File: src/rtl/gtsp_pkg.sv
// Package: constants, configuration codes and carriers of the system port
package gtsp_pkg;

  // Register offsets (byte addresses)
  localparam logic [31:0] GTSP_CTRL_OFS = 32'h0000_0000;
  localparam logic [31:0] GTSP_TX_OFS = 32'h0000_0004;
  localparam logic [31:0] GTSP_RX_OFS = 32'h0000_0008;
  localparam logic [31:0] GTSP_STAT_OFS = 32'h0000_000C;

  // CTRL fields
  localparam int GTSP_CTRL_DIR_LSB = 0;
  localparam int GTSP_CTRL_OUT_LSB = 4;
  localparam int GTSP_CTRL_CMS_BIT = 8;
  localparam int GTSP_CTRL_EN_BIT = 9;
  localparam logic [3:0] GTSP_DIR_RST = 4'h0;
  localparam logic [3:0] GTSP_OUT_RST = 4'h0;

  // STATUS fields
  localparam int GTSP_ST_GP_LSB = 0;
  localparam int GTSP_ST_CHAN_LSB = 4;
  localparam int GTSP_ST_CFG_LSB = 7;
  localparam int GTSP_ST_TEST_LSB = 10;
  localparam int GTSP_ST_EC_BIT = 12;
  localparam int GTSP_ST_RXV_BIT = 13;

  // Timing
  localparam int GTSP_CLK_HZ = 100_000_000;
  localparam int GTSP_FRAME_HZ = 8_000;
  localparam int GTSP_BCLK_NT_HZ = 1_536_000;
  localparam int GTSP_BCLK_AUTO_HZ = 512_000;
  localparam logic [6:0] GTSP_HALF_NT =
    7'(GTSP_CLK_HZ / (2 * GTSP_BCLK_NT_HZ));
  localparam logic [6:0] GTSP_HALF_AUTO =
    7'(GTSP_CLK_HZ / (2 * GTSP_BCLK_AUTO_HZ));
  localparam logic [7:0] GTSP_FRAME_NT =
    8'(GTSP_BCLK_NT_HZ / GTSP_FRAME_HZ);
  localparam logic [7:0] GTSP_FRAME_AUTO =
    8'(GTSP_BCLK_AUTO_HZ / GTSP_FRAME_HZ);

  // Slot layout: one channel is four bytes of data bits
  localparam int GTSP_SLOT_BITS = 32;
  localparam logic [5:0] GTSP_SECOND_CHAN = 6'h01;
  localparam logic [8:0] GTSP_BIT_RST = 9'h1FF;
  localparam logic [4:0] GTSP_IDX_FIRST = 5'h00;
  localparam logic [4:0] GTSP_IDX_LAST = 5'h1F;
  localparam logic [2:0] GTSP_CHAN_DEF = 3'h0;

  // Configuration codes
  typedef enum logic [2:0] {
    GTSP_CFG_LT_NT12 = 3'b000,
    GTSP_CFG_NT_TE = 3'b001,
    GTSP_CFG_NT1_AUTO = 3'b010,
    GTSP_CFG_REPEATER_LINE_SIDE_CONFIG_AUTO = 3'b011,
    GTSP_CFG_REPEATER_NETWORK_SIDE_CONFIG_AUTO = 3'b100
  } gtsp_cfg_type;

  // Pins from outside the clock domain, synchronised together
  typedef struct packed {
    logic bclk;
    logic frame_sync_a;
    logic bdi;
    logic [3:0] gp;
    logic [2:0] chan_sel;
    logic mode_sel;
    logic conf2;
    logic conf1;
  } gtsp_pins_type;

  // Messages from the line transceiver core, same clock
  typedef struct packed {
    logic loop_2bd_req;
    logic analog_loop_request;
    logic febe_rx;
    logic lock_pulse;
  } gtsp_line_type;

  localparam int GTSP_PIN_W = $bits(gtsp_pins_type);

endpackage

File: src/rtl/gtsp_port.sv
// GCI system port: frame timing, slot data, pin multiplexing, APB registers
//
// Notes on behaviour
// - Frame marker at 8 kHz starts each frame; driven or received by config.
// - NT/TE non-auto config outputs strobe on second 64k channel.
// - Mode select low: three strapped select pins give the channel number.
// - Data out is open drain, bit updates on first rising bclk edge.
// - Data out floats outside own slot and when channel disabled.
// - Output bit clock 512 kHz auto, 1536 kHz NT/TE, line locked.
// - Bit clock synchronous with frame marker; one bit lasts two periods.
// - Data in sampled on second falling bclk edge, own slot only.
// - Non-auto configs: four general pins follow the I/O config register.
// - Auto configs: two test select pins choose the transmission test.
// - NT1 auto: control output high, low on 2B+D loopback message.
// - Repeater line side: control output high, low on analog loop request.
// - NT1/REPEATER_NETWORK_SIDE_CONFIG auto: second status input sent as line status bit 2.
// - Repeater auto configs: local error loop select high loops far-end error back locally.
// - Mode select low uses select pins; high uses two config pins.
//
// Design decisions made here: the APB interface to the registers and the placing of the registers.
`timescale 1ns/1ns
module gtsp_port
  import gtsp_pkg::*;
(
  // Clock, reset, enable
  input wire logic pclk,
  input wire logic presetn,
  input wire logic ce,
  // APB slave
  input wire logic psel,
  input wire logic penable,
  input wire logic pwrite,
  input wire logic [31:0] paddr,
  input wire logic [31:0] pwdata,
  output logic [31:0] prdata,
  output logic pready,
  output logic pslverr,
  // System port pins
  input wire gtsp_pkg::gtsp_pins_type pins_in,
  output logic bit_clock_o,
  output logic bit_clock_oe,
  output logic frame_sync_a_o,
  output logic frame_sync_a_oe,
  output logic bus_data_out_o,
  output logic bus_data_out_oe,
  output logic second_channel_strobe,
  output logic [3:0] gp_pin_o,
  output logic [3:0] gp_pin_oe,
  // Line transceiver core side
  input wire gtsp_pkg::gtsp_line_type line_in,
  output logic line_status_bit_2,
  output logic febe_to_line,
  output logic febe_to_system,
  output logic [1:0] test_code
);

  import gtsp_pkg::*;

  typedef struct packed {
    logic [3:0] io_dir;
    logic [3:0] io_out;
    logic cms;
    logic chan_en;
    logic [31:0] tx_reg;
    logic [31:0] rx_reg;
    logic rx_valid;
    logic pready;
    logic pslverr;
    logic [31:0] prdata;
    logic [6:0] div_cnt;
    logic bclk_o;
    logic [7:0] fr_cnt;
    logic fsa_o;
    logic bclk_prev;
    logic fsa_prev;
    logic ph;
    logic [8:0] bit_cnt;
    logic [31:0] tx_sh;
    logic [31:0] rx_sh;
    logic bdo_oe;
    logic strobe;
    logic ext_ctrl;
    logic ls2;
    logic febe_line;
    logic febe_sys;
    logic [1:0] test;
    logic [3:0] gp_o;
    logic [3:0] gp_oe;
  } gtsp_state_type;

  gtsp_state_type state_ff;
  gtsp_state_type nxt_state;
  gtsp_pins_type sy;
  gtsp_cfg_type cfg;
  logic master;
  logic auto_mode;
  logic [2:0] chan;
  logic [6:0] half_cnt;
  logic [7:0] frame_len;
  logic bclk_now;
  logic fsa_now;
  logic hit;
  logic [31:0] rd_word;
  logic [31:0] status_word;

  ////////////////////////////////////////////////////////////////////////////
  // Pin synchronisers
  gtsp_sync #(
    .WIDTH(GTSP_PIN_W)
  ) u_sync (
    .pclk(pclk),
    .presetn(presetn),
    .ce(ce),
    .async_in(pins_in),
    .sync_out(sy)
  );

  ////////////////////////////////////////////////////////////////////////////
  // Configuration decode
  always_comb begin
    if (!sy.mode_sel) begin
      cfg = GTSP_CFG_LT_NT12;
      chan = sy.chan_sel;
    end else begin
      chan = GTSP_CHAN_DEF;
      case ({sy.conf2, sy.conf1})
        2'b00: cfg = GTSP_CFG_NT_TE;
        2'b01: cfg = GTSP_CFG_REPEATER_LINE_SIDE_CONFIG_AUTO;
        2'b10: cfg = GTSP_CFG_NT1_AUTO;
        2'b11: cfg = GTSP_CFG_REPEATER_NETWORK_SIDE_CONFIG_AUTO;
        default: cfg = GTSP_CFG_NT_TE;
      endcase
    end
  end

  // Repeater line side takes its timing from the far end
  assign master = (cfg == GTSP_CFG_LT_NT12) ? state_ff.cms :
                  (cfg != GTSP_CFG_REPEATER_LINE_SIDE_CONFIG_AUTO);
  assign auto_mode = (cfg != GTSP_CFG_LT_NT12) && (cfg != GTSP_CFG_NT_TE);
  assign half_cnt = auto_mode ? GTSP_HALF_AUTO : GTSP_HALF_NT;
  assign frame_len = auto_mode ? GTSP_FRAME_AUTO : GTSP_FRAME_NT;
  // Slave clocks pass the synchroniser; own clocks need not
  assign bclk_now = master ? state_ff.bclk_o : sy.bclk;
  assign fsa_now = master ? state_ff.fsa_o : sy.frame_sync_a;

  ////////////////////////////////////////////////////////////////////////////
  // APB read decode
  always_comb begin
    status_word = '0;
    status_word[GTSP_ST_GP_LSB +: 4] = sy.gp;
    status_word[GTSP_ST_CHAN_LSB +: 3] = chan;
    status_word[GTSP_ST_CFG_LSB +: 3] = cfg;
    status_word[GTSP_ST_TEST_LSB +: 2] = state_ff.test;
    status_word[GTSP_ST_EC_BIT] = state_ff.ext_ctrl;
    status_word[GTSP_ST_RXV_BIT] = state_ff.rx_valid;
    hit = 1'b1;
    rd_word = '0;
    case (paddr)
      GTSP_CTRL_OFS: begin
        rd_word[GTSP_CTRL_DIR_LSB +: 4] = state_ff.io_dir;
        rd_word[GTSP_CTRL_OUT_LSB +: 4] = state_ff.io_out;
        rd_word[GTSP_CTRL_CMS_BIT] = state_ff.cms;
        rd_word[GTSP_CTRL_EN_BIT] = state_ff.chan_en;
      end
      GTSP_TX_OFS: rd_word = state_ff.tx_reg;
      GTSP_RX_OFS: rd_word = state_ff.rx_reg;
      GTSP_STAT_OFS: rd_word = status_word;
      default: hit = 1'b0;
    endcase
  end

  ////////////////////////////////////////////////////////////////////////////
  // Next state
  always_comb begin
    logic bclk_rise;
    logic bclk_fall;
    logic ph_v;
    logic [8:0] cnt_v;
    logic in_slot;
    logic [4:0] idx;
    logic bit_v;
    logic [31:0] rx_v;
    logic rx_set;
    logic [3:0] gp_in;
    bclk_rise = 1'b0;
    bclk_fall = 1'b0;
    ph_v = 1'b0;
    cnt_v = '0;
    in_slot = 1'b0;
    idx = '0;
    bit_v = 1'b0;
    rx_v = '0;
    rx_set = 1'b0;
    gp_in = sy.gp;
    nxt_state = state_ff;

    // APB: one wait state so read data come from a register
    if (psel && penable && !state_ff.pready) begin
      nxt_state.pready = 1'b1;
      nxt_state.pslverr = !hit;
      nxt_state.prdata = rd_word;
    end else begin
      nxt_state.pready = 1'b0;
      nxt_state.pslverr = 1'b0;
    end
    if (psel && penable && state_ff.pready && pwrite) begin
      case (paddr)
        GTSP_CTRL_OFS: begin
          nxt_state.io_dir = pwdata[GTSP_CTRL_DIR_LSB +: 4];
          nxt_state.io_out = pwdata[GTSP_CTRL_OUT_LSB +: 4];
          nxt_state.cms = pwdata[GTSP_CTRL_CMS_BIT];
          nxt_state.chan_en = pwdata[GTSP_CTRL_EN_BIT];
        end
        GTSP_TX_OFS: nxt_state.tx_reg = pwdata;
        GTSP_STAT_OFS: begin
          if (pwdata[GTSP_ST_RXV_BIT]) begin
            nxt_state.rx_valid = 1'b0;
          end
        end
        default: nxt_state.tx_reg = state_ff.tx_reg;
      endcase
    end

    // Bit clock and frame marker generation when this end is master
    if (master) begin
      if (line_in.lock_pulse) begin
        nxt_state.div_cnt = '0;
      end else if (state_ff.div_cnt >= half_cnt - 7'h01) begin
        nxt_state.div_cnt = '0;
        nxt_state.bclk_o = !state_ff.bclk_o;
        if (!state_ff.bclk_o) begin
          // Frame marker changes on bit clock rising edges only
          if (state_ff.fr_cnt >= frame_len - 8'h01) begin
            nxt_state.fr_cnt = '0;
          end else begin
            nxt_state.fr_cnt = state_ff.fr_cnt + 8'h01;
          end
          nxt_state.fsa_o = (nxt_state.fr_cnt == '0);
        end
      end else begin
        nxt_state.div_cnt = state_ff.div_cnt + 7'h01;
      end
    end else begin
      nxt_state.div_cnt = '0;
      nxt_state.bclk_o = 1'b0;
      nxt_state.fsa_o = 1'b0;
      nxt_state.fr_cnt = '0;
    end

    // Edge detection of the port clock and frame marker
    nxt_state.bclk_prev = bclk_now;
    nxt_state.fsa_prev = fsa_now;
    bclk_rise = bclk_now && !state_ff.bclk_prev;
    bclk_fall = !bclk_now && state_ff.bclk_prev;
    ph_v = state_ff.ph;
    cnt_v = state_ff.bit_cnt;
    if (fsa_now && !state_ff.fsa_prev) begin
      // Next rising edge opens data bit 0 of the frame
      ph_v = 1'b1;
      cnt_v = GTSP_BIT_RST;
    end
    in_slot = (cnt_v[8:5] == {1'b0, chan});
    idx = cnt_v[4:0];

    if (bclk_rise) begin
      ph_v = !ph_v;
      if (!ph_v) begin
        cnt_v = cnt_v + 9'h001;
        in_slot = (cnt_v[8:5] == {1'b0, chan});
        idx = cnt_v[4:0];
        if (in_slot) begin
          // Word captured at slot start so a late write cannot tear it
          if (idx == GTSP_IDX_FIRST) begin
            bit_v = state_ff.tx_reg[GTSP_SLOT_BITS-1];
            nxt_state.tx_sh = {state_ff.tx_reg[30:0], 1'b0};
          end else begin
            bit_v = state_ff.tx_sh[GTSP_SLOT_BITS-1];
            nxt_state.tx_sh = {state_ff.tx_sh[30:0], 1'b0};
          end
          nxt_state.bdo_oe = state_ff.chan_en && !bit_v;
        end else begin
          nxt_state.bdo_oe = 1'b0;
        end
        nxt_state.strobe = (cfg == GTSP_CFG_NT_TE) &&
                           (cnt_v[8:3] == GTSP_SECOND_CHAN);
      end
    end
    if (!state_ff.chan_en) begin
      nxt_state.bdo_oe = 1'b0;
    end

    // Receive: second falling edge of the bit, own slot only
    if (bclk_fall && ph_v && in_slot) begin
      rx_v = {state_ff.rx_sh[30:0], sy.bdi};
      nxt_state.rx_sh = rx_v;
      if (idx == GTSP_IDX_LAST) begin
        nxt_state.rx_reg = rx_v;
        rx_set = state_ff.chan_en;
      end
    end
    // A new word beats a clear in the same cycle
    if (rx_set) begin
      nxt_state.rx_valid = 1'b1;
    end
    nxt_state.ph = ph_v;
    nxt_state.bit_cnt = cnt_v;

    // Auto-mode control and status pins
    case (cfg)
      GTSP_CFG_NT1_AUTO: nxt_state.ext_ctrl = !line_in.loop_2bd_req;
      GTSP_CFG_REPEATER_LINE_SIDE_CONFIG_AUTO: nxt_state.ext_ctrl = !line_in.analog_loop_request;
      default: nxt_state.ext_ctrl = 1'b1;
    endcase
    nxt_state.ls2 = ((cfg == GTSP_CFG_NT1_AUTO) ||
                     (cfg == GTSP_CFG_REPEATER_NETWORK_SIDE_CONFIG_AUTO)) && gp_in[1];
    nxt_state.test = auto_mode ? {sy.chan_sel[2], gp_in[3]} : 2'b00;
    // Local loop keeps the far-end error off the system side
    if (auto_mode && (cfg != GTSP_CFG_NT1_AUTO) && gp_in[2]) begin
      nxt_state.febe_line = line_in.febe_rx;
      nxt_state.febe_sys = 1'b0;
    end else begin
      nxt_state.febe_line = 1'b0;
      nxt_state.febe_sys = line_in.febe_rx;
    end

    // General pins
    if (!auto_mode) begin
      nxt_state.gp_oe = state_ff.io_dir;
      nxt_state.gp_o = state_ff.io_out;
    end else begin
      nxt_state.gp_oe = '0;
      nxt_state.gp_o = '0;
      nxt_state.gp_oe[2] = (cfg == GTSP_CFG_NT1_AUTO);
      nxt_state.gp_o[2] = nxt_state.ext_ctrl;
      nxt_state.gp_oe[1] = (cfg == GTSP_CFG_REPEATER_LINE_SIDE_CONFIG_AUTO);
      nxt_state.gp_o[1] = nxt_state.ext_ctrl;
    end
  end

  ////////////////////////////////////////////////////////////////////////////
  // State register
  always_ff @(posedge pclk or negedge presetn) begin
    if (!presetn) begin
      state_ff <= '0;
      state_ff.io_dir <= GTSP_DIR_RST;
      state_ff.io_out <= GTSP_OUT_RST;
      state_ff.bit_cnt <= GTSP_BIT_RST;
      state_ff.ext_ctrl <= 1'b1;
    end else if (ce) begin
      state_ff <= nxt_state;
    end
  end

  ////////////////////////////////////////////////////////////////////////////
  // Outputs from flip-flops, except the clock and frame marker enables decoded from master and the constant data out level
  assign prdata = state_ff.prdata;
  assign pready = state_ff.pready;
  assign pslverr = state_ff.pslverr;
  assign bit_clock_o = state_ff.bclk_o;
  assign bit_clock_oe = master;
  assign frame_sync_a_o = state_ff.fsa_o;
  assign frame_sync_a_oe = master;
  // Open drain: pin only ever pulled low
  assign bus_data_out_o = 1'b0;
  assign bus_data_out_oe = state_ff.bdo_oe;
  assign second_channel_strobe = state_ff.strobe;
  assign gp_pin_o = state_ff.gp_o;
  assign gp_pin_oe = state_ff.gp_oe;
  assign line_status_bit_2 = state_ff.ls2;
  assign febe_to_line = state_ff.febe_line;
  assign febe_to_system = state_ff.febe_sys;
  assign test_code = state_ff.test;

endmodule // gtsp_port

File: src/rtl/gtsp_sync.sv
// Two-stage synchroniser for pins entering the pclk domain
`timescale 1ns/1ns
module gtsp_sync #(
  parameter int WIDTH = 1
) (
  // Clock and reset
  input wire logic pclk,
  input wire logic presetn,
  input wire logic ce,
  // Data
  input wire logic [WIDTH-1:0] async_in,
  output logic [WIDTH-1:0] sync_out
);

  logic [WIDTH-1:0] stage1_ff;
  logic [WIDTH-1:0] stage2_ff;

  // First stage feeds only the second
  always_ff @(posedge pclk or negedge presetn) begin
    if (!presetn) begin
      stage1_ff <= '0;
      stage2_ff <= '0;
    end else if (ce) begin
      stage1_ff <= async_in;
      stage2_ff <= stage1_ff;
    end
  end

  assign sync_out = stage2_ff;

endmodule // gtsp_sync

File: config.mk
export PLATFORM = sky130hd
export DESIGN_NAME = gtsp_port
export DESIGN_NICKNAME = d
export VERILOG_FILES = /design/src/rtl/gtsp_pkg.sv /design/src/rtl/gtsp_port.sv /design/src/rtl/gtsp_sync.sv
export SDC_FILE = /design/constraint.sdc
export NUM_CORES = 1
export LEC_CHECK = 0
export ABC_AREA = 1
export ABC_CLOCK_PERIOD_IN_PS = 3450
export BUFFER_PORTS_ARGS = -buffer_cell sky130_fd_sc_hd__buf_2
export CAP_MARGIN = 20
export CORE_MARGIN = 2
export CORE_UTILIZATION = 30
export CTS_CLUSTER_DIAMETER = 60
export DETAILED_ROUTE_END_ITERATION = 10
export GPL_TIMING_DRIVEN = 0
export HOLD_SLACK_MARGIN = 0.1
export SYNTH_ARGS = -nofsm -noshare
export SYNTH_HDL_FRONTEND = slang
export SYNTH_SLANG_ARGS = --single-unit
File: constraint.sdc
create_clock -name pclk -period 3.45 [get_ports pclk]
set_clock_uncertainty 0.2 [all_clocks]
set_input_delay 0.1725 -clock pclk [delete_from_list [all_inputs] [get_ports pclk]]
set_output_delay 0.1725 -clock pclk [all_outputs]
set_load 0.01 [all_outputs]
==> results of run 1 <==
[worst max path at each step]
stage                     cells past startpoint  slack (ps)                     endpoint
after floorplan                              23          50     state_ff[50]$_DFFE_PN0P_
final                                        21         -70     state_ff[61]$_DFFE_PN0P_
after CTS                                    22          10  bus_data_out_oe$_DFFE_PN0P_
after global placement                        1       -2380    state_ff[193]$_DFFE_PN0P_
after global routing                         21        -190     state_ff[53]$_DFFE_PN0P_
after detailed placement                     22        -920  bus_data_out_oe$_DFFE_PN0P_
[stage by stage]
step | area, um^2 | worst slack (ps)
5_1_grt | 15300 | -189
6_report | 15300 | -66.4
3_3_place_gp | 13000 | -2380
4_1_cts | 14800 | 10.8
3_5_place_dp | 13000 | -922
2_1_floorplan | 11600 | 51.8
[registers in the layout, indices dropped and copies added (netlist names)]
register and count:
febe_to_system 1, bus_data_out_oe 1, frame_sync_a_o 1, febe_to_line 1
gp_pin_oe 4, u_sync.sync_out 13, bit_clock_o 1, u_sync.stage1_ff 13
line_status_bit_2 1, test_code 2, pslverr 1, pready 1
state_ff 165, prdata 32, second_channel_strobe 1, gp_pin_o 4
[worst register-to-register path, stage by stage (launching register included)]
cell and delay, ps:
dfrtp_2 440, inv_2 80, ha_4 300, nand2_8 80, nor2_4 140, nand2_4 90
nand3_4 90, nand3_4 120, buf_8 160, nand2_4 60, ha_4 150, a21boi_4 260
nand3_2 160, nand2_2 130, nand2_2 50, nand2_2 80, nand3_4 90, nor2_4 250
clkinv_4 180, clkbuf_16 200, nand2_2 50, nand2_1 50
[kinds of logic (layout without fill, tap and decap cells)]
family,after synthesis,after routing,synth area share [%]
other,1,1,0.0322
multiplexers,1,1,0.0860
XOR/XNOR,9,9,0.677
flip-flops,242,242,52.1
buffers and inverters,230,512,9.44
AO/OA/AOI/OAI,216,216,10.2
AND/OR/NAND/NOR,736,736,25.9
adder cells (fa/ha/maj),14,14,1.51
[what timing repair did]
| action | CTS | global route |
|---|---|---|
| pin swaps | 8 | 20 |
| setup endpoints to repair | 77 | 105 |
| gates cloned | 1 | 3 |
| buffers inserted | 14 | 20 |
| hold buffers | 55 | 0 |
| resized for setup | 43 | 81 |
| endpoints found under the hold margin | 242 | 0 |
[Yosys cell counts (2+ instances only)]
cell type  instances  area, um^2
nand2_2            6        37.5
xor2_1             8        70.1
a31oi_1            4        25.0
ha_1              14         175
nor4_1             7        43.8
clkbuf_1          43         161
o22ai_1           10        62.6
buf_6              6        67.6
o211ai_1           3        22.5
o32ai_1            2        17.5
inv_1            116         435
dfstp_2           10         263
inv_2              2        7.51
o31ai_1            2        15.0
nor3_1            12        60.1
nor2_1            50         188
nor2_2             4        25.0
nand3_2            2        20.0
a221oi_1          10        87.6
nand3_1          113         566
a21oi_1           33         165
o21ai_0          134         671
nand4_1            6        37.5
dfrtp_1          232        5810
o21ai_1            9        45.0
buf_1              3        11.3
buf_4             46         345
nand2_1          531        1990
buf_2             14        70.1
[layout make-up]
type | count | area (um^2)
buffer | 111 | 693
clock buffer | 41 | 778
clock inverter | 8 | 143
fill | 3894 | 23200
inverter | 118 | 448
multi-input combinational | 977 | 4830
sequential | 242 | 6070
tap | 518 | 648
timing repair buffer | 234 | 1680
[per-layer routing]
metal  routed length, um  GRT usage [%]
met5                   0              0
met4                1430           6.90
met3                1600           2.24
met2               17000           28.9
met1               14700           21.4
[layout by cell type, fill, tap and decap left out, drive strengths merged, types with 2 or more instances in the layout]
cell type,synthesis,layout
a21oi,33,33
nand2,538,538
o211ai,3,3
dfstp,10,10
dlygate4sd3,0,54
a221oi,10,10
nor2,55,55
dfrtp,232,232
o21ai,144,144
buf,69,243
ha,14,14
inv,118,117
nand3,115,115
xor2,8,8
bufinv,0,4
o31ai,3,3
clkbuf,43,89
nor3,13,13
a31oi,4,4
clkinv,0,4
o22ai,10,10
nand4,6,6
o32ai,2,2
nor4,7,7
[power by group]
part,switching (mW),leakage (nW),internal (mW)
Clock,1.15,0.448,1.85
Combinational,1.06,4.23,0.649
Sequential,0.0895,3.17,3.01
Total,2.30,7.85,5.51
==> summary.txt, run 1 <==
Critical path
  • Critical Path Start: u_sync.sync_out[0]$_DFFE_PN0P_
  • Most used cell, CP: nand2_2
  • R2R cell count: 21
  • CP endpoint kind: flop
  • Crit path max fanout: 6
  • Max incr delay on CP: ~440 ps
  • CP startpoint kind: flop
  • Slowest-stage cell, CP: dfrtp_2
  • Worst EP arrival: 3740 ps
  • RR Endpoint: state_ff[61]$_DFFE_PN0P_
  • R2r setup slk: -70 ps
  • Worst r2r src: u_sync.sync_out[0]$_DFFE_PN0P_
  • Critical path class: reg -> reg
  • Delay-heaviest family, CP: simple AND/OR/NAND/NOR gates
  • Critical Path RT: 3670 ps
  • CP cell instances: inv_2, ha_4, nand2_8, nor2_4, nand2_4, nand3_4, nand3_4, buf_8, nand2_4, ha_4, a21boi_4, nand3_2, nand2_2, nand2_2, nand2_2, nand3_4, nor2_4, clkinv_4, clkbuf_16, nand2_2, nand2_1
  • Number of buffers and inverters on the critical path: 4

Global route
  • Vias in the first global route: 10400
  • GRT overflow: 0
  • First-pass GRT wire length: between 50000 and 60000 um
  • GR Util All Layers: 16.9%
  • Initial antenna violation count: 0
  • Largest net degree at the start of global routing: slightly above 100

Job
  • MaxCap Viol Count: 0

Synthesis
  • Syn_area_per_cell: 8.03 um^2
  • Syn Inst Count: 1449
  • Ys async rst share: 100%
  • EDFF count, synth: 0
  • Synthesized Nets: ~1600
  • Cell variety after synth: between 40 and 50
  • Most used DFF post-synth: dfrtp_1
  • Seq cells post-synth: approximately 240
  • Sequential area share after synthesis: a little over half
  • Synth Warn #: 0
  • Cell area after synthesis: ~12000 um^2

Clock network
  • CTS root buffer: clkbuf_16
  • Num Clock Sinks: between 200 and 250
  • Clk slew on worst S/H paths: ~60 ps
  • CTS Buffer Depth: 3
  • CTS buffer count: 27
  • CTS tree: built
  • Worst-Skew Late Latency: about 530 ps
  • Htree depth: 1

Floorplanning
  • Placement Rows: slightly above 70
  • Die Wd: roughly 200 um
  • Die area: roughly 40000 um^2
  • Core Footprint: between 30000 and 40000 um^2
  • Die Ht: roughly 200 um
  • Starting density of the core: 30.3%
  • I/O Pins: approximately 140

Drt
  • Via count: 10500
  • 1st-pass router iterations: 5
  • Vias/cell: between 4 and 5
  • Drt drc: 0
  • First DRT Iteration DRCs: roughly 570
  • DR WL/cell: ~15 um
  • Detail Route Antenna Nets: 0
  • Total Routed Length: 34800 um

Layout
  • Layout overhead on the synthesized area: 31.4%
  • Antenna Cells: 0
  • Layout cells sized above 1: 22.1%
  • Finished Layout Cells: ~2200
  • Final Core Density: 39.8%
  • Nets: ~1800

Placed design
  • Placed Cells: around 2100
  • Dpl hpwl: around 24000 um
  • Port Buffer Count: 139
  • Routability cong.: roughly 0.87

STA
  • Slew headroom: 39.8%
  • Setup tns final: -1400 ps
  • Worst-Margin Slew: 896 ps
  • Hold slack: ~120 ps
  • Count of final hold-check violations: 0
  • RSZ-0062 raised after global routing: yes
  • Final setup fails: 30
  • Final min period: 3520 ps
  • Fin. max-slew vios: 0
  • Worst setup margin: -66.4 ps
  • Final critical-path share of the clock period: 102%
  • Fmax: ~280 MHz

Power and ir drop
  • Total Power: a little under 8 mW
  • Power Dens Cells: between 500 and 600 nW/um^2
  • P_leak: roughly 7.8 nW
  • Worst VDD drop: 0.000296 V

Status
  • Failing checks: setup timing
  • Outcome: finished, violations left

Min path
  • Worst Hold Launch: paddr[2]
  • Worst hold path type: in -> reg
  • Hold EP: prdata[13]$_DFFE_PN0P_
  • Hold Path Stages: 7
No activity file was read; power rests on OpenSTA's default activity.
==> inputs of run 2 (changes only) <==
Settings changed: CORE_MARGIN 2 to not set.
==> run 2 against run 1 <==
Net effect: the flow now finishes without violations; critical path type unchanged; largest power group is now the clock network; sequential share of layout area up 0.49 points; clock power up 6.7%; combinational power down 6%; worst hold slack worse by 24 ps.
==> summary.txt, run 2 (synthesis results as in run 1) <==
Status
  • Outcome: finished clean (was finished, violations left)

STA
  • Worst-Margin Slew: 901 ps (was 896 ps)
  • Count of final hold-check violations: 0 (unchanged)
  • Final critical-path share of the clock period: 96.0% (was 102%)
  • Final min period: 3310 ps (was 3520 ps)
  • Fin. max-slew vios: 0 (unchanged)
  • Slew headroom: 39.5% (was 39.8%)
  • Fmax: 302 MHz (was 284 MHz)
  • Final setup fails: 0 (was 30)
  • RSZ-0062 raised after global routing: yes (unchanged)

Layout
  • Final Core Density: 39.8% (about the same)
  • Nets: 1800 (was 1812)
  • Reg with most FFs: state_ff (unchanged)
  • Filler cells: 3837 (was 3894)
  • Number of flip-flops in the largest register: 165 (unchanged)
  • Commonest non-fill, non-tap cell in the layout: nand2_1 (unchanged)
  • Layout overhead on the synthesized area: 29.8% (was 31.4%)
  • Post-route design area: 15100 um^2 (was 15300 um^2)
  • Reg area: 6070 um^2 (about the same)
  • Finished Layout Cells: 2232 (was 2249)
  • Multi-input gate area: 4720 um^2 (was 4830 um^2)
  • Layout cells sized above 1: 20.5% (was 22.1%)
  • Antenna Cells: 0 (unchanged)
  • Most frequent cells in the layout: 518 x nand2_1, 231 x dfrtp_1, 147 x buf_2 (was 498 x nand2_1, 230 x dfrtp_1, 146 x buf_2)

Global route
  • Vias in the first global route: 10200 (was 10400)
  • GR Util All Layers: 17.1% (was 16.9%)
  • First-pass GRT wire length: 53900 um (was 55100 um)
  • Largest net degree at the start of global routing: 123 (was 101)
  • GRT overflow: 0 (unchanged)
  • Initial antenna violation count: 0 (unchanged)

Critical path
  • CP startpoint kind: flop (unchanged)
  • Max incr delay on CP: 400 ps (was 440 ps)
  • CP cell instances: inv_2, ha_4, nand2_8, nor2_4, nand2_4, nand3_4, nand3_4, buf_8, nand2_4, ha_4, a21boi_4, nand3_2, nand2_2, nand2_1, nand2_1, nand3_4, nor2_4, inv_4, clkbuf_16, nand2_1, nand2_1 (was inv_2, ha_4, nand2_8, nor2_4, nand2_4, nand3_4, nand3_4, buf_8, nand2_4, ha_4, a21boi_4, nand3_2, nand2_2, nand2_2, nand2_2, nand3_4, nor2_4, clkinv_4, clkbuf_16, nand2_2, nand2_1)
  • Most used cell, CP: nand2_1 (was nand2_2)
  • Worst r2r src: u_sync.sync_out[0]$_DFFE_PN0P_ (unchanged)
  • Critical path class: reg -> reg (unchanged)
  • Crit path max fanout: 8 (was 6)
  • RR Endpoint: state_ff[62]$_DFFE_PN0P_ (was state_ff[61]$_DFFE_PN0P_)
  • Worst EP arrival: 3540 ps (was 3740 ps)
  • Critical Path RT: 3670 ps (about the same)
  • R2R cell count: 21 (unchanged)
  • R2r setup slk: 140 ps (was -70 ps)
  • Slowest-stage cell, CP: dfrtp_1 (was dfrtp_2)
  • CP endpoint kind: flop (unchanged)

Placed design
  • Placed instance area: 13000 um^2 (about the same)
  • Dpl hpwl: 24100 um (was 24400 um)
  • Routability cong.: 0.895 (was 0.873)
  • Placed Cells: 2101 (was 2108)
  • Port Buffer Count: 139 (unchanged)

Floorplanning
  • Core Footprint: 37900 um^2 (was 38500 um^2)
  • Die area: 39600 um^2 (was 40400 um^2)
  • Die Wd: 199 um (was 201 um)
  • Die Ht: 199 um (was 201 um)
  • Placement Rows: 71 (was 72)
  • I/O Pins: 141 (unchanged)
  • Starting density of the core: 30.7% (was 30.3%)

Drt
  • Drt drc: 0 (unchanged)
  • 1st-pass router iterations: 5 (unchanged)
  • DR WL/cell: 15.2 um (was 15.5 um)
  • First DRT Iteration DRCs: 705 (was 574)
  • Total Routed Length: 34000 um (was 34800 um)
  • Detail Route Antenna Nets: 0 (unchanged)
  • Vias/cell: 4.70 (was 4.68)
  • Via count: 10500 (about the same)

Clock network
  • Clk slew on worst S/H paths: 60 ps (about the same)
  • CTS tree: built (unchanged)
  • CTS buffer count: 28 (was 27)
  • Htree depth: 1 (unchanged)
  • Num Clock Sinks: 242 (unchanged)
  • CTS root buffer: clkbuf_16 (unchanged)
  • Worst-Skew Late Latency: 530 ps (about the same)
  • CTS Buffer Depth: 3 (unchanged)

Min path
  • Worst hold path type: in -> async (was in -> reg)

Power and ir drop
  • Worst VDD drop: 0.000415 V (was 0.000296 V)
  • Power Dens Cells: 523 nW/um^2 (was 511 nW/um^2)
  • Total Power: 7.90 mW (was 7.81 mW)
  • P_leak: 7.80 nW (was 7.85 nW)

Job
  • MaxCap Viol Count: 0 (unchanged)
run 2: timing repair:
item,4_1_cts,5_1_grt
endpoints found under the setup margin,79,104
gates resized for setup,40,51
cloned,0,3
endpoints found under the hold margin,196,0
hold buffers,53,0
pin swaps,9,15
buffers inserted,14,10
run 2: critical path, delay by kind of cell (launching register included):
family	cells	cell delay, ps
and+or+nand+nor	14	1410
buffers and inverters	4	480
adders and majority gates	2	440
DFF	1	400
AOI/OAI and AO/OA	1	260
run 2: layout make-up:
cell class	count	area share, %
sequential	242	40.2
multi-input combinational	977	31.3
timing repair buffer	221	10.1
clock buffer	42	5.46
buffer	111	4.59
tap	511	4.23
inverter	118	2.95
clock inverter	10	1.20
run 2: report_power, final:
part           internal [mW]  switching [mW]
Sequential              3.01          0.0847
Combinational          0.589            1.01
Clock                   2.02            1.18
run 2: worst max-delay path by stage:
stage	startpoint	slack, ps	endpoint	cells after the start
after floorplan	u_sync.sync_out[0]$_DFFE_PN0P_	50	state_ff[50]$_DFFE_PN0P_	23
after detailed placement	u_sync.sync_out[0]$_DFFE_PN0P_	-900	bus_data_out_oe$_DFFE_PN0P_	22
final	u_sync.sync_out[0]$_DFFE_PN0P_	140	state_ff[62]$_DFFE_PN0P_	21
after CTS	u_sync.sync_out[0]$_DFFE_PN0P_	10	state_ff[55]$_DFFE_PN0P_	22
after global placement	presetn	-2410	state_ff[194]$_DFFE_PN0P_	1
after global routing	u_sync.sync_out[1]$_DFFE_PN0P_	-50	state_ff[162]$_DFFE_PN0P_	23
run 2: metrics by stage:
| step | hold WS (ps) | setup slack [ps] | setup TNS, ps |
|---|---|---|---|
| floorplan | -323 | 51.8 | 0 |
| global placement | 174 | -2410 | -609680 |
| detailed placement | -234 | -895 | -53970 |
| CTS | 111 | 9.86 | 0 |
| global route | 145 | -48.8 | -1640 |
| finish | 96.0 | 138 | 0 |
run 2: layer usage:
layer / vias to the layer above / global-route usage (%) / wire length [um]
met3: 73 / 2.31 / 1500
met2: 270 / 28.2 / 16200
met5: - / 0 / 0
li1: 5135 / - / -
met1: 5008 / 23.0 / 15100
met4: 0 / 6.21 / 1180
==> inputs of run 3 (changes only) <==
Settings changed: RECOVER_POWER set to 100.
==> run 3 against run 2 <==
Net effect: the flow now finishes with violations (capacitance limit, slew limit); cell count did not move; register-to-register slack barely moved; power shrank 0.16%; global-route usage is the same; critical path type unchanged; largest cell class unchanged.
==> summary.txt, run 3 (synthesis results as in run 1) <==
Layout
  • Most frequent cells in the layout: 518 x nand2_1, 231 x dfrtp_1, 132 x o21ai_0 (was 518 x nand2_1, 231 x dfrtp_1, 147 x buf_2)
  • Antenna Cells: 0 (unchanged)
  • Post-route design area: 15000 um^2 (was 15100 um^2)
  • Commonest non-fill, non-tap cell in the layout: nand2_1 (unchanged)
  • Filler cells: 3870 (was 3837)
  • Reg with most FFs: state_ff (unchanged)
  • Final Core Density: 39.6% (was 39.8%)
  • Nets: 1800 (unchanged)
  • Multi-input gate area: 4720 um^2 (unchanged)
  • Layout overhead on the synthesized area: 28.9% (was 29.8%)
  • Reg area: 6070 um^2 (unchanged)
  • Number of flip-flops in the largest register: 165 (unchanged)
  • Layout cells sized above 1: 17.7% (was 20.5%)

Job
  • MaxCap Viol Count: 1 (was 0)

STA
  • Fin. max-slew vios: 117 (was 0)
  • Final min period: 3320 ps (was 3310 ps)
  • Fmax: 301 MHz (was 302 MHz)
  • Count of final hold-check violations: 0 (unchanged)
  • Final critical-path share of the clock period: 96.2% (was 96.0%)
  • Worst-Margin Slew: 1630 ps (was 901 ps)
  • Slew headroom: -8.65% (was 39.5%)
  • RSZ-0062 raised after global routing: yes (unchanged)
  • Final setup fails: 0 (unchanged)

Critical path
  • Worst EP arrival: 3540 ps (about the same)
  • Slowest-stage cell, CP: dfrtp_1 (unchanged)
  • Most used cell, CP: nand2_1 (unchanged)
  • Worst r2r src: u_sync.sync_out[0]$_DFFE_PN0P_ (unchanged)
  • Critical path class: reg -> reg (unchanged)
  • CP endpoint kind: flop (unchanged)
  • Critical Path Start: u_sync.sync_out[0]$_DFFE_PN0P_ (unchanged)
  • Crit path max fanout: 8 (unchanged)
  • Max incr delay on CP: 400 ps (about the same)
  • CP cell instances: inv_2, ha_4, nand2_8, nor2_4, nand2_4, nand3_4, nand3_4, buf_8, nand2_4, ha_4, a21boi_4, nand3_2, nand2_2, nand2_1, nand2_1, nand3_4, nor2_4, inv_4, clkbuf_16, nand2_1, nand2_1 (unchanged)
  • CP startpoint kind: flop (unchanged)
  • Critical Path RT: 3680 ps (was 3670 ps)

Drt
  • Vias/cell: 4.68 (was 4.70)
  • 1st-pass router iterations: 5 (unchanged)
  • Total Routed Length: 33900 um (was 34000 um)
  • Detail Route Antenna Nets: 0 (unchanged)
  • Drt drc: 0 (unchanged)
  • First DRT Iteration DRCs: 675 (was 705)
  • DR WL/cell: 15.2 um (about the same)
  • Via count: 10500 (about the same)

Floorplanning
  • I/O Pins: 141 (unchanged)
  • Die Ht: 199 um (unchanged)
  • Starting density of the core: 30.7% (unchanged)
  • Die area: 39600 um^2 (unchanged)
  • Die Wd: 199 um (unchanged)
  • Core Footprint: 37900 um^2 (unchanged)
  • Placement Rows: 71 (unchanged)

Placed design
  • Port Buffer Count: 139 (unchanged)
  • Routability cong.: 0.895 (unchanged)
  • Dpl hpwl: 24100 um (unchanged)
  • Placed instance area: 13000 um^2 (unchanged)

Clock network
  • CTS Buffer Depth: 3 (unchanged)
  • CTS tree: built (unchanged)
  • CTS buffer count: 28 (unchanged)
  • Worst-Skew Late Latency: 530 ps (about the same)
  • Num Clock Sinks: 242 (unchanged)
  • CTS root buffer: clkbuf_16 (unchanged)
  • Htree depth: 1 (unchanged)
  • Clk slew on worst S/H paths: 60 ps (about the same)

Power and ir drop
  • P_leak: 7.58 nW (was 7.80 nW)
  • Power Dens Cells: 525 nW/um^2 (was 523 nW/um^2)
  • Worst VDD drop: 0.000416 V (was 0.000415 V)

Status
  • Failing checks: capacitance limit, slew limit
  • Outcome: finished, violations left (was finished clean)

Min path
  • Worst hold path type: in -> reg (was in -> async)
  • Worst Hold Launch: paddr[2]

Global route
  • Initial antenna violation count: 0 (unchanged)
  • Largest net degree at the start of global routing: 123 (unchanged)
  • First-pass GRT wire length: 53900 um (unchanged)
  • GRT overflow: 0 (unchanged)
  • GR Util All Layers: 17.1% (unchanged)
  • Vias in the first global route: 10200 (unchanged)
## run 3: cell types whose count changed in the layout (fill, tap and decap cells not counted), sizes merged
cell,change
clkdlybuf4s25,+1
clkbuf,+53
buf,-54
## run 3: timing repair
action | 4_1_cts | 5_1_grt
hold buffers | 53 | 0
gates cloned | 0 | 3
pin swaps | 9 | 15
buffers inserted | 14 | 10
resized for setup | 40 | 51
hold endpoints to repair | 196 | 0
setup endpoints to repair | 79 | 104
## run 3: routing by layer
layer / global-route usage, % / wire length [um]
met1: 23.0 / 15100
met2: 28.2 / 16100
met3: 2.31 / 1440
met4: 6.21 / 1170
met5: 0 / 0
## run 3: final cells by class
class                      instances  share of cell area [%]
clock buffer                      42                    5.50
tap                              511                    4.26
timing repair buffer             221                    9.52
sequential                       242                    40.5
inverter                         118                    2.97
buffer                           111                    4.62
multi-input combinational        977                    31.5
clock inverter                    10                    1.21
## run 3: path summary, 6_finish.rpt
kind / end / slack (ps) / cells after the start
min in group asynchronous: state_ff[98]$_DFFE_PN0P_ / 580 / 3
worst max-delay path: state_ff[62]$_DFFE_PN0P_ / 130 / 21
worst min register to register: state_ff[58]$_DFFE_PN0P_ / 270 / 2
max in group asynchronous: state_ff[200]$_DFFE_PN0P_ / 420 / 4
worst max register to register: state_ff[62]$_DFFE_PN0P_ / 130 / 21
worst min-delay path: prdata[13]$_DFFE_PN0P_ / 120 / 7
## run 3: worst max-delay path: cells and delay by family (launching register included)
kind | cells | cell delay (ps)
adder cells (fa/ha/maj) | 2 | 440
buffers and inverters | 4 | 480
AND/OR/NAND/NOR | 14 | 1410
flip-flops | 1 | 400
AO/OA/AOI/OAI | 1 | 260
## run 3: where the power goes
part           internal [mW]  leakage [nW]  total (mW)  switching, mW
sequential              3.01          3.18        3.10         0.0849
combinational          0.579          3.91        1.59           1.01
clock                   2.02         0.489        3.20           1.18
total                   5.61          7.58        7.88           2.28
## run 3: per-stage QoR
| step | total power [mW] | TNS [ps] | setup WS (ps) | hold WS (ps) | std cells |
|---|---|---|---|---|---|
| after floorplan | 3.96 | 0 | 51.8 | -323 | 1449 |
| after detailed placement | 4.39 | -53970 | -895 | -234 | 2101 |
| after CTS | 7.81 | 0 | 9.86 | 111 | 2220 |
| final | 7.88 | 0 | 133 | 122 | 2232 |
| after global routing | 8.25 | -1640 | -48.8 | 162 | 2232 |
| after global placement | 4.35 | -609680 | -2410 | 174 | 2099 |
